===== config.mk =====
export PLATFORM = sky130hd
export DESIGN_NAME = config_pin_decoder
export DESIGN_NICKNAME = d
export VERILOG_FILES = /design/src/cfg_pin_pkg.sv /design/src/pin_sync.sv /design/src/config_pin_decoder.sv
export SDC_FILE = /design/constraint.sdc
export NUM_CORES = 1
export LEC_CHECK = 0
export BUFFER_PORTS_ARGS = -buffer_cell sky130_fd_sc_hd__buf_2
export CORE_MARGIN = 4
export CORE_UTILIZATION = 50
export DETAILED_ROUTE_END_ITERATION = 6
export MAX_ROUTING_LAYER = met4
export PLACE_DENSITY = 0.83
export SLEW_MARGIN = 25
export SYNTH_ARGS = -nofsm -noshare
export SYNTH_HDL_FRONTEND = slang
export SYNTH_SLANG_ARGS = --single-unit

===== constraint.sdc =====
create_clock -name core_clk_i -period 4.09 [get_ports core_clk_i]
set_input_delay 1.227 -clock core_clk_i [delete_from_list [all_inputs] [get_ports core_clk_i]]
set_output_delay 1.227 -clock core_clk_i [all_outputs]
set_load 0.01 [all_outputs]

===== src/cfg_pin_pkg.sv =====
// Purpose: shared constants and types for the configuration pin decoder
// Assumes: one 50 MHz clock, AXI4-Lite register access
// Notes: offsets are byte addresses of aligned 32-bit words
package cfg_pin_pkg;
    localparam logic [7:0] OFS_CTRL = 8'h00;
    localparam logic [7:0] OFS_STATUS = 8'h04;
    localparam logic [7:0] OFS_HOLD = 8'h08;
    // control register fields
    localparam int CTRL_PDN_IGNORE_BIT = 0;
    localparam int CTRL_PINS_OFF_BIT = 1;
    localparam int CTRL_AUTO_SWITCH_BIT = 2;
    localparam int CTRL_SENSE_SEL_BIT = 3;
    localparam int CTRL_RES_LSB = 4;
    localparam int CTRL_CHOP_BIT = 6;
    localparam int CTRL_PDN_EN_BIT = 7;
    localparam logic [7:0] CTRL_RESET = 8'h00;
    localparam logic [4:0] HOLD_RESET = 5'h00;
    localparam int HOLD_W = 5;
    localparam int SYNC_STAGES = 2;
    localparam logic [1:0] RESP_OKAY = 2'h0;
    localparam logic [1:0] RESP_SLVERR = 2'h2;
    // microstep codes, pattern is {second, first}
    localparam logic [6:0] STEPS_CODE_00 = 7'h08;
    localparam logic [6:0] STEPS_CODE_01 = 7'h20;
    localparam logic [6:0] STEPS_CODE_10 = 7'h40;
    localparam logic [6:0] STEPS_CODE_11 = 7'h10;

    typedef enum logic [1:0] {
        CHOP_QUIET = 2'h0,
        CHOP_CYCLE = 2'h1,
        CHOP_AUTO = 2'h3
    } chop_mode_e;

    typedef struct packed {
        logic pdn_pin;
        logic chop_pin;
        logic res_second;
        logic res_first;
        logic enable_not;
    } cfg_pins_s;

    typedef struct packed {
        logic [6:0] microsteps;
        logic [1:0] node_addr;
        chop_mode_e chop_mode;
        logic standstill_pd;
        logic stage_on;
    } cfg_out_s;
endpackage


===== src/pin_sync.sv =====
// Purpose: two-stage synchroniser for a bundle of level inputs
// Assumes: inputs are slow static levels
// Notes: first stage is read only by the second stage
`timescale 1ns/1ns
`default_nettype none
module pin_sync #(
    parameter int WIDTH = 5
) (
    input wire logic core_clk_i,
    input wire logic resetn_i,
    input wire logic [WIDTH-1:0] async_i,
    output logic [WIDTH-1:0] sync_o
);
    logic [WIDTH-1:0] meta_q;
    logic [WIDTH-1:0] sync_q;

    always_ff @(posedge core_clk_i or negedge resetn_i) begin
        if (!resetn_i) begin
            meta_q <= '0;
            sync_q <= '0;
        end else begin
            meta_q <= async_i;
            sync_q <= meta_q;
        end
    end

    assign sync_o = sync_q;
endmodule
`default_nettype wire


===== src/config_pin_decoder.sv =====
// Purpose: decode driver configuration pins, with register override
// Assumes: pins static, AXI4-Lite master keeps one access per channel
// Notes: no interrupts, single clock domain
// Contract
// standstill power-down pin low enables, high disables automatic power-down.
// serial host sets power-down ignore bit, then programs hold current.
// microstep pins 00/01/10/11 select 8/32/64/16 microsteps.
// chopper pin low uses quiet chopper, optionally auto; high uses cycle.
// in serial mode pins can be disabled so registers decide.
// host sets internal sense select before enabling the drivers.
// microstep pins also give serial node address 0 to 3.
// enable-not high switches off the power stage, outputs float.
// every configuration pin passes a two-stage synchroniser first.
`timescale 1ns/1ns
`default_nettype none
module config_pin_decoder (
    input wire logic core_clk_i,
    input wire logic resetn_i,
    input wire cfg_pin_pkg::cfg_pins_s pins_i,
    output cfg_pin_pkg::cfg_out_s cfg_o,
    output logic internal_sense_o,
    input wire logic [7:0] s_axi_awaddr,
    input wire logic s_axi_awvalid,
    output logic s_axi_awready,
    input wire logic [31:0] s_axi_wdata,
    input wire logic [3:0] s_axi_wstrb,
    input wire logic s_axi_wvalid,
    output logic s_axi_wready,
    output logic [1:0] s_axi_bresp,
    output logic s_axi_bvalid,
    input wire logic s_axi_bready,
    input wire logic [7:0] s_axi_araddr,
    input wire logic s_axi_arvalid,
    output logic s_axi_arready,
    output logic [31:0] s_axi_rdata,
    output logic [1:0] s_axi_rresp,
    output logic s_axi_rvalid,
    input wire logic s_axi_rready
);
    import cfg_pin_pkg::*;

    // ************************************************
    // pin synchronisation
    // ************************************************
    cfg_pins_s pins_s;

    pin_sync #(.WIDTH($bits(cfg_pins_s))) u_sync (
        .core_clk_i(core_clk_i),
        .resetn_i(resetn_i),
        .async_i(pins_i),
        .sync_o(pins_s)
    );

    // ************************************************
    // register file
    // ************************************************
    logic [7:0] ctrl_q;
    logic [HOLD_W-1:0] hold_q;
    logic [7:0] aw_addr_q;
    logic aw_have_q;
    logic [31:0] w_data_q;
    logic [3:0] w_strb_q;
    logic w_have_q;
    logic bvalid_q;
    logic [1:0] bresp_q;
    logic rvalid_q;
    logic [31:0] rdata_q;
    logic [1:0] rresp_q;

    wire aw_take = s_axi_awvalid && s_axi_awready;
    wire w_take = s_axi_wvalid && s_axi_wready;
    wire do_write = aw_have_q && w_have_q && !bvalid_q;
    wire wr_ctrl = do_write && (aw_addr_q[7:2] == OFS_CTRL[7:2]);
    wire wr_hold = do_write && (aw_addr_q[7:2] == OFS_HOLD[7:2]);
    wire wr_stat = do_write && (aw_addr_q[7:2] == OFS_STATUS[7:2]);
    wire wr_ok = wr_ctrl || wr_hold || wr_stat;
    wire ar_take = s_axi_arvalid && s_axi_arready;

    assign s_axi_awready = !aw_have_q && !bvalid_q;
    assign s_axi_wready = !w_have_q && !bvalid_q;
    assign s_axi_arready = !rvalid_q;
    assign s_axi_bvalid = bvalid_q;
    assign s_axi_bresp = bresp_q;
    assign s_axi_rvalid = rvalid_q;
    assign s_axi_rdata = rdata_q;
    assign s_axi_rresp = rresp_q;

    // only byte 0 carries control and hold fields
    wire [7:0] ctrl_d = (wr_ctrl && w_strb_q[0]) ? w_data_q[7:0] : ctrl_q;
    wire [HOLD_W-1:0] hold_d = (wr_hold && w_strb_q[0]) ?
        w_data_q[HOLD_W-1:0] : hold_q;

    always_ff @(posedge core_clk_i or negedge resetn_i) begin
        if (!resetn_i) begin
            ctrl_q <= CTRL_RESET;
            hold_q <= HOLD_RESET;
        end else begin
            ctrl_q <= ctrl_d;
            hold_q <= hold_d;
        end
    end

    always_ff @(posedge core_clk_i or negedge resetn_i) begin
        if (!resetn_i) begin
            aw_have_q <= 1'b0;
            aw_addr_q <= 8'h00;
            w_have_q <= 1'b0;
            w_data_q <= 32'h0000_0000;
            w_strb_q <= 4'h0;
        end else begin
            if (aw_take) begin
                aw_have_q <= 1'b1;
                aw_addr_q <= s_axi_awaddr;
            end else if (do_write) begin
                aw_have_q <= 1'b0;
            end
            if (w_take) begin
                w_have_q <= 1'b1;
                w_data_q <= s_axi_wdata;
                w_strb_q <= s_axi_wstrb;
            end else if (do_write) begin
                w_have_q <= 1'b0;
            end
        end
    end

    always_ff @(posedge core_clk_i or negedge resetn_i) begin
        if (!resetn_i) begin
            bvalid_q <= 1'b0;
            bresp_q <= RESP_OKAY;
        end else if (do_write) begin
            bvalid_q <= 1'b1;
            bresp_q <= wr_ok ? RESP_OKAY : RESP_SLVERR;
        end else if (s_axi_bready) begin
            bvalid_q <= 1'b0;
        end
    end

    // ************************************************
    // decode
    // ************************************************
    wire pins_off = ctrl_q[CTRL_PINS_OFF_BIT];
    wire [1:0] res_pins = {pins_s.res_second, pins_s.res_first};
    wire [1:0] res_sel = pins_off ?
        ctrl_q[CTRL_RES_LSB +: 2] : res_pins;
    logic [6:0] steps;

    always_comb begin
        case (res_sel)
            2'b00: steps = STEPS_CODE_00;
            2'b01: steps = STEPS_CODE_01;
            2'b10: steps = STEPS_CODE_10;
            2'b11: steps = STEPS_CODE_11;
            default: steps = STEPS_CODE_00;
        endcase
    end

    wire chop_hi = pins_off ? ctrl_q[CTRL_CHOP_BIT] : pins_s.chop_pin;
    wire auto_sw = ctrl_q[CTRL_AUTO_SWITCH_BIT];
    wire chop_mode_e chop_sel = chop_hi ? CHOP_CYCLE :
        (auto_sw ? CHOP_AUTO : CHOP_QUIET);
    // power-down pin honoured unless the host asked to ignore it
    wire pd_en = ctrl_q[CTRL_PDN_IGNORE_BIT] ?
        ctrl_q[CTRL_PDN_EN_BIT] : !pins_s.pdn_pin;
    wire stage_on = !pins_s.enable_not;

    cfg_out_s cfg_q;

    always_ff @(posedge core_clk_i or negedge resetn_i) begin
        if (!resetn_i) begin
            cfg_q <= '0;
        end else begin
            cfg_q.microsteps <= steps;
            cfg_q.node_addr <= res_pins;
            cfg_q.chop_mode <= chop_sel;
            cfg_q.standstill_pd <= pd_en;
            cfg_q.stage_on <= stage_on;
        end
    end

    assign cfg_o = cfg_q;
    assign internal_sense_o = ctrl_q[CTRL_SENSE_SEL_BIT];

    // ************************************************
    // read path
    // ************************************************
    wire rd_ctrl = s_axi_araddr[7:2] == OFS_CTRL[7:2];
    wire rd_stat = s_axi_araddr[7:2] == OFS_STATUS[7:2];
    wire rd_hold = s_axi_araddr[7:2] == OFS_HOLD[7:2];
    wire [31:0] stat_word = {19'h0, cfg_q.stage_on, cfg_q.standstill_pd,
        cfg_q.chop_mode, cfg_q.node_addr, cfg_q.microsteps};
    wire [31:0] rd_word = rd_ctrl ? {24'h0, ctrl_q} :
        rd_stat ? stat_word :
        rd_hold ? {27'h0, hold_q} : 32'h0000_0000;

    always_ff @(posedge core_clk_i or negedge resetn_i) begin
        if (!resetn_i) begin
            rvalid_q <= 1'b0;
            rdata_q <= 32'h0000_0000;
            rresp_q <= RESP_OKAY;
        end else if (ar_take) begin
            rvalid_q <= 1'b1;
            rdata_q <= rd_word;
            rresp_q <= (rd_ctrl || rd_stat || rd_hold) ?
                RESP_OKAY : RESP_SLVERR;
        end else if (s_axi_rready) begin
            rvalid_q <= 1'b0;
        end
    end

    // ************************************************
    // assertions
    // ************************************************
    property p_pd_pin;
        @(posedge core_clk_i) disable iff (!resetn_i)
        (resetn_i && !ctrl_q[CTRL_PDN_IGNORE_BIT] && !pins_i.pdn_pin)[*3]
        |=> cfg_o.standstill_pd;
    endproperty
    a_pd_pin: assert property (p_pd_pin) else $error("pd pin ignored");

    property p_pd_ignore;
        @(posedge core_clk_i) disable iff (!resetn_i)
        ctrl_q[CTRL_PDN_IGNORE_BIT] |=>
        cfg_o.standstill_pd == $past(ctrl_q[CTRL_PDN_EN_BIT]);
    endproperty
    a_pd_ignore: assert property (p_pd_ignore)
        else $error("pd override");

    property p_res;
        @(posedge core_clk_i) disable iff (!resetn_i)
        // synchroniser resets low, so the release edge is not a pin sample
        (resetn_i && !pins_off && pins_i.res_second && !pins_i.res_first)[*3]
        |=> cfg_o.microsteps == STEPS_CODE_10;
    endproperty
    a_res: assert property (p_res) else $error("bad microsteps");

    property p_chop;
        @(posedge core_clk_i) disable iff (!resetn_i)
        (resetn_i && !pins_off && pins_i.chop_pin)[*3]
        |=> cfg_o.chop_mode == CHOP_CYCLE;
    endproperty
    a_chop: assert property (p_chop) else $error("bad chopper");

    property p_pins_off;
        @(posedge core_clk_i) disable iff (!resetn_i)
        pins_off[*2] |=> cfg_o.microsteps == STEPS_CODE_10 ||
        $past(ctrl_q[CTRL_RES_LSB +: 2]) != 2'b10;
    endproperty
    a_pins_off: assert property (p_pins_off) else $error("pins not off");

    property p_sense;
        @(posedge core_clk_i) disable iff (!resetn_i)
        wr_ctrl && w_strb_q[0] |=>
        internal_sense_o == $past(w_data_q[CTRL_SENSE_SEL_BIT]);
    endproperty
    a_sense: assert property (p_sense) else $error("sense select");

    property p_addr;
        @(posedge core_clk_i) disable iff (!resetn_i)
        resetn_i |-> ##3 cfg_o.node_addr ==
        $past({pins_i.res_second, pins_i.res_first}, 3);
    endproperty
    a_addr: assert property (p_addr) else $error("bad node addr");

    property p_stage;
        @(posedge core_clk_i) disable iff (!resetn_i)
        (resetn_i && pins_i.enable_not)[*3] |=> !cfg_o.stage_on;
    endproperty
    a_stage: assert property (p_stage) else $error("stage not off");

    property p_sync;
        @(posedge core_clk_i) disable iff (!resetn_i)
        $rose(pins_i.enable_not) ##1 pins_i.enable_not |=>
        $past(cfg_o.stage_on) == cfg_o.stage_on ##1 !cfg_o.stage_on;
    endproperty
    a_sync: assert property (p_sync) else $error("sync depth");

    property p_pins_chop;
        @(posedge core_clk_i) disable iff (!resetn_i)
        pins_off && ctrl_q[CTRL_CHOP_BIT] |=>
        cfg_o.chop_mode == CHOP_CYCLE;
    endproperty
    a_pins_chop: assert property (p_pins_chop) else $error("chop reg");

    property p_auto;
        @(posedge core_clk_i) disable iff (!resetn_i)
        (resetn_i && !pins_off && !pins_i.chop_pin)[*3] ##0 auto_sw
        |=> cfg_o.chop_mode == CHOP_AUTO;
    endproperty
    a_auto: assert property (p_auto) else $error("no auto switch");

    property p_stage_on;
        @(posedge core_clk_i) disable iff (!resetn_i)
        (resetn_i && !pins_i.enable_not)[*3] |=> cfg_o.stage_on;
    endproperty
    a_stage_on: assert property (p_stage_on) else $error("stage off");

    property p_hold;
        @(posedge core_clk_i) disable iff (!resetn_i)
        wr_hold && w_strb_q[0] |=> hold_q == $past(w_data_q[HOLD_W-1:0]);
    endproperty
    a_hold: assert property (p_hold) else $error("hold not stored");

    property p_rd_err;
        @(posedge core_clk_i) disable iff (!resetn_i)
        ar_take && !(rd_ctrl || rd_stat || rd_hold) |=>
        s_axi_rresp == RESP_SLVERR && s_axi_rdata == 32'h0000_0000;
    endproperty
    a_rd_err: assert property (p_rd_err) else $error("unmapped read"); // unmapped read answers SLVERR with zero data

    c_write: cover property (@(posedge core_clk_i) bvalid_q && s_axi_bready);
    c_read: cover property (@(posedge core_clk_i) rvalid_q && s_axi_rready);
    c_auto: cover property (@(posedge core_clk_i)
        cfg_o.chop_mode == CHOP_AUTO);
    c_pins_off: cover property (@(posedge core_clk_i)
        pins_off && cfg_o.chop_mode == CHOP_CYCLE);
    c_slverr: cover property (@(posedge core_clk_i)
        bvalid_q && bresp_q == RESP_SLVERR);
endmodule
`default_nettype wire


==> summary.md <==
| Metric | Value |
|---|---|
| Status | `finished, final reports clean` |
| Worst skew pair latency | `around 330 ps` |
| PwrDens | `between 600 and 700 nW/µm²` |
| Max_cap viols | `0` |
| Worst-Margin Slew | `slightly below 800 ps` |
| WP data required | `4320 ps` |
| Reg2reg setup slack | `between 2000 and 2500 ps` |
| P_leak | `1.65 nW` |
| Drc violations | `0` |
| CTS sink cnt | `67` |
| Die H | `a little over 80 µm` |
| Max Freq | `0.431 GHz` |
| Final Cycle Share | `0.567` |
| Drt first pass iters | `4` |
| Hold_buf cts | `0` |
| Max-slew violation count | `0` |
| Slew margin rel. | `0.468` |
| Clock buffers created by TritonCTS | `9` |
| Dominant cell type by area after synthesis | `dfrtp_1` |
| Post-synthesis register bit count | `67` |
| Initial antenna violation count | `0` |
| Synth Instances | `between 200 and 250` |
| First-pass GRT wire length | `between 8000 and 9000 µm` |
| Overall routed net length | `5030 µm` |
| Met3 Use GR | `0.0672` |
| Synth unique cells | `26` |
| R2r startpoint | `aw_addr_q[5]$_DFFE_PN0P_` |
| Pin count of the biggest net entering global routing | `54` |
| Row count | `26` |
| I/O Buffers | `63` |
| Resized cells post-CTS | `0` |
| Area contributors post-synth | `dfrtp_1, mux2_2, buf_4, nand2_1, mux2i_1` |
| TNS Setup | `0 ps` |
| Share of cells above drive strength 1 | `0.381` |
| Largest buffer count on any clock path | `2` |
| Busiest metal layer after global routing | `met2` |
| Die width | `between 80 and 90 µm` |
| Highest-count cells in the layout ignoring fill and taps | `dfrtp_1, buf_2, conb_1` |
| Wire per inst | `14.0 µm` |
| Syn_area_per_cell | `between 10 and 15 µm²` |
| Final Hold Viols | `0` |
| Final estimated routing congestion in global placement | `about 0.77` |
| RSZ-0062 raised after global routing | `no` |
| Worst setup EP type | `flip-flop` |
| Vias in the first global route | `~1800` |
| Detail-routed via count per cell | `roughly 4.8` |
| # Post-CTS Setup Buffers | `0` |
| # IOs | `between 100 and 150` |
| Min-delay src | `u_sync.meta_q[1]$_DFF_PN0_` |
| Critical Path Start Type | `primary input` |
| Worst clock skew | `7.63 ps` |
| Worst min-delay path class | `flip-flop to flip-flop` |
| CTS root buf | `clkbuf_8` |
| CTS tree | `done` |
| Area grow syn2layout | `18.4%` |
| VDD IR max | `0.474 mV` |
| Total GRT Usage | `0.169` |
| GRT met1 Usage | `0.196` |
| Detail Route Antenna Nets | `0` |
| DP Wirelength | `about 3700 µm` |
| Worst hold stages | `0` |
| Nets | `348` |
| Cell area after technology mapping | `2770 µm²` |
| Ys Warns | `0` |
| Synth top area share | `0.604` |
| Overall Power | `about 2.0 mW` |
| Htree depth | `3` |
| Seq/Total Area, Yosys | `0.604` |
| Core area | `5240 µm²` |
| Grt ovf | `0` |
| Die ar. | `between 6000 and 7000 µm²` |
| WS Path Type | `primary input to flip-flop` |
| Ant. Diodes | `0` |
| DR iter-0 viols | `128` |
| Reg-to-Reg End | `ctrl_q[0]$_DFFE_PN0P_` |
| Worst path arrival time | `around 2600 ps` |
| Final WS setup | `around 1800 ps` |
| DR vias | `between 1500 and 2000` |
| Worst reg-to-reg path cell count | `3` |
| Hold Crit Endpoint | `u_sync.sync_o[1]$_DFF_PN0_` |
| Final Setup Violations | `0` |
| Starting Density | `0.530` |
| CP Max Fanout | `6` |
| Final Critical Period | `2320 ps` |
| Place WS | `1390 ps` |
| Clk slew on worst S/H paths | `about 70 ps` |
| Hold_ws | `between 300 and 400 ps` |
| Commonest non-fill, non-tap cell in the layout | `dfrtp_1` |
| GR Layer Usage met2 | `0.265` |
-- critical path, stage by stage --
cell,delay [ps]
buf_2,100
nor4_1,700
o21ai_0,250
o41ai_1,280
-- power breakdown --
| part | switching (mW) | leakage, nW | internal [mW] |
|---|---|---|---|
| Clock | 0.236 | 0.113 | 0.376 |
| Combinational | 0.201 | 0.691 | 0.239 |
| Sequential | 0.148 | 0.846 | 0.846 |
-- area by class of cell --
cell class	instances	area, µm²
well taps	70	87.6
repair buffers	64	325
fillers	423	1950
inverters	9	33.8
multi-input cells	133	932
flip-flops and latches	67	1680
clock buffers	12	155
clock inverters	4	72.6
-- synthesized netlist by cell type, drive strengths merged --
cell and n:
conb 1, nor4 2, buf 25, or4 2
o31ai 6, nor3 2, a21o 1, a31oi 2
nand2b 5, nor2 3, o41ai 2, inv 9
o21ai 10, a21oi 2, clkbuf 7, o32ai 4
and2 3, nand2 22, dfrtp 67, mux2 28
mux2i 8, nand3b 2, nor2b 5
-- layer usage --
layer,part of all wire,up-vias
li1,-,829
met1,0.41,800
met2,0.46,87
met3,0.11,9
met4,0.012,0
met5,0,-
-- sequential cells by signal, summed over array words and instances (netlist names) --
register / count
s_axi_bresp: 1
s_axi_rresp: 1
s_axi_bvalid: 1
w_have_q: 1
cfg_o: 10
s_axi_rdata: 13
u_sync.meta_q: 5
u_sync.sync_o: 5
ctrl_q: 8
hold_q: 5
w_data_q: 8
w_strb_q: 1
s_axi_rvalid: 1
aw_addr_q: 6
aw_have_q: 1
-- metrics by stage --
| step | utilization | instances | cell area (µm²) |
|---|---|---|---|
| 6_report | 0.627 | 359 | 3280 |
| 5_1_grt | 0.627 | 359 | 3280 |
| 4_1_cts | 0.627 | 359 | 3280 |
| 3_5_place_dp | 0.583 | 343 | 3060 |
| 3_3_place_gp | 0.583 | 343 | 3050 |
| 2_1_floorplan | - | 241 | 2860 |
-- cells by family after synthesis --
group | synth area share
DFF | 0.604
muxes | 0.149
buffers and inverters | 0.0907
other | 0.00135
AOI/OAI and AO/OA | 0.0641
and+or+nand+nor | 0.0902
-- worst max-delay path by stage --
stage / startpoint / end / slack (ps)
after floorplan: s_axi_araddr[5] / s_axi_rdata[3]$_DFFE_PN0P_ / 1810
after global placement: s_axi_araddr[5] / s_axi_rdata[3]$_DFFE_PN0P_ / 1500
after detailed placement: s_axi_araddr[5] / s_axi_rdata[3]$_DFFE_PN0P_ / 1390
after CTS: s_axi_araddr[5] / s_axi_rdata[3]$_DFFE_PN0P_ / 1760
after global routing: s_axi_araddr[5] / s_axi_rdata[3]$_DFFE_PN0P_ / 1590
final: s_axi_araddr[5] / s_axi_rdata[4]$_DFFE_PN0P_ / 1770
Note: power is estimated with default switching activity, not from simulation.
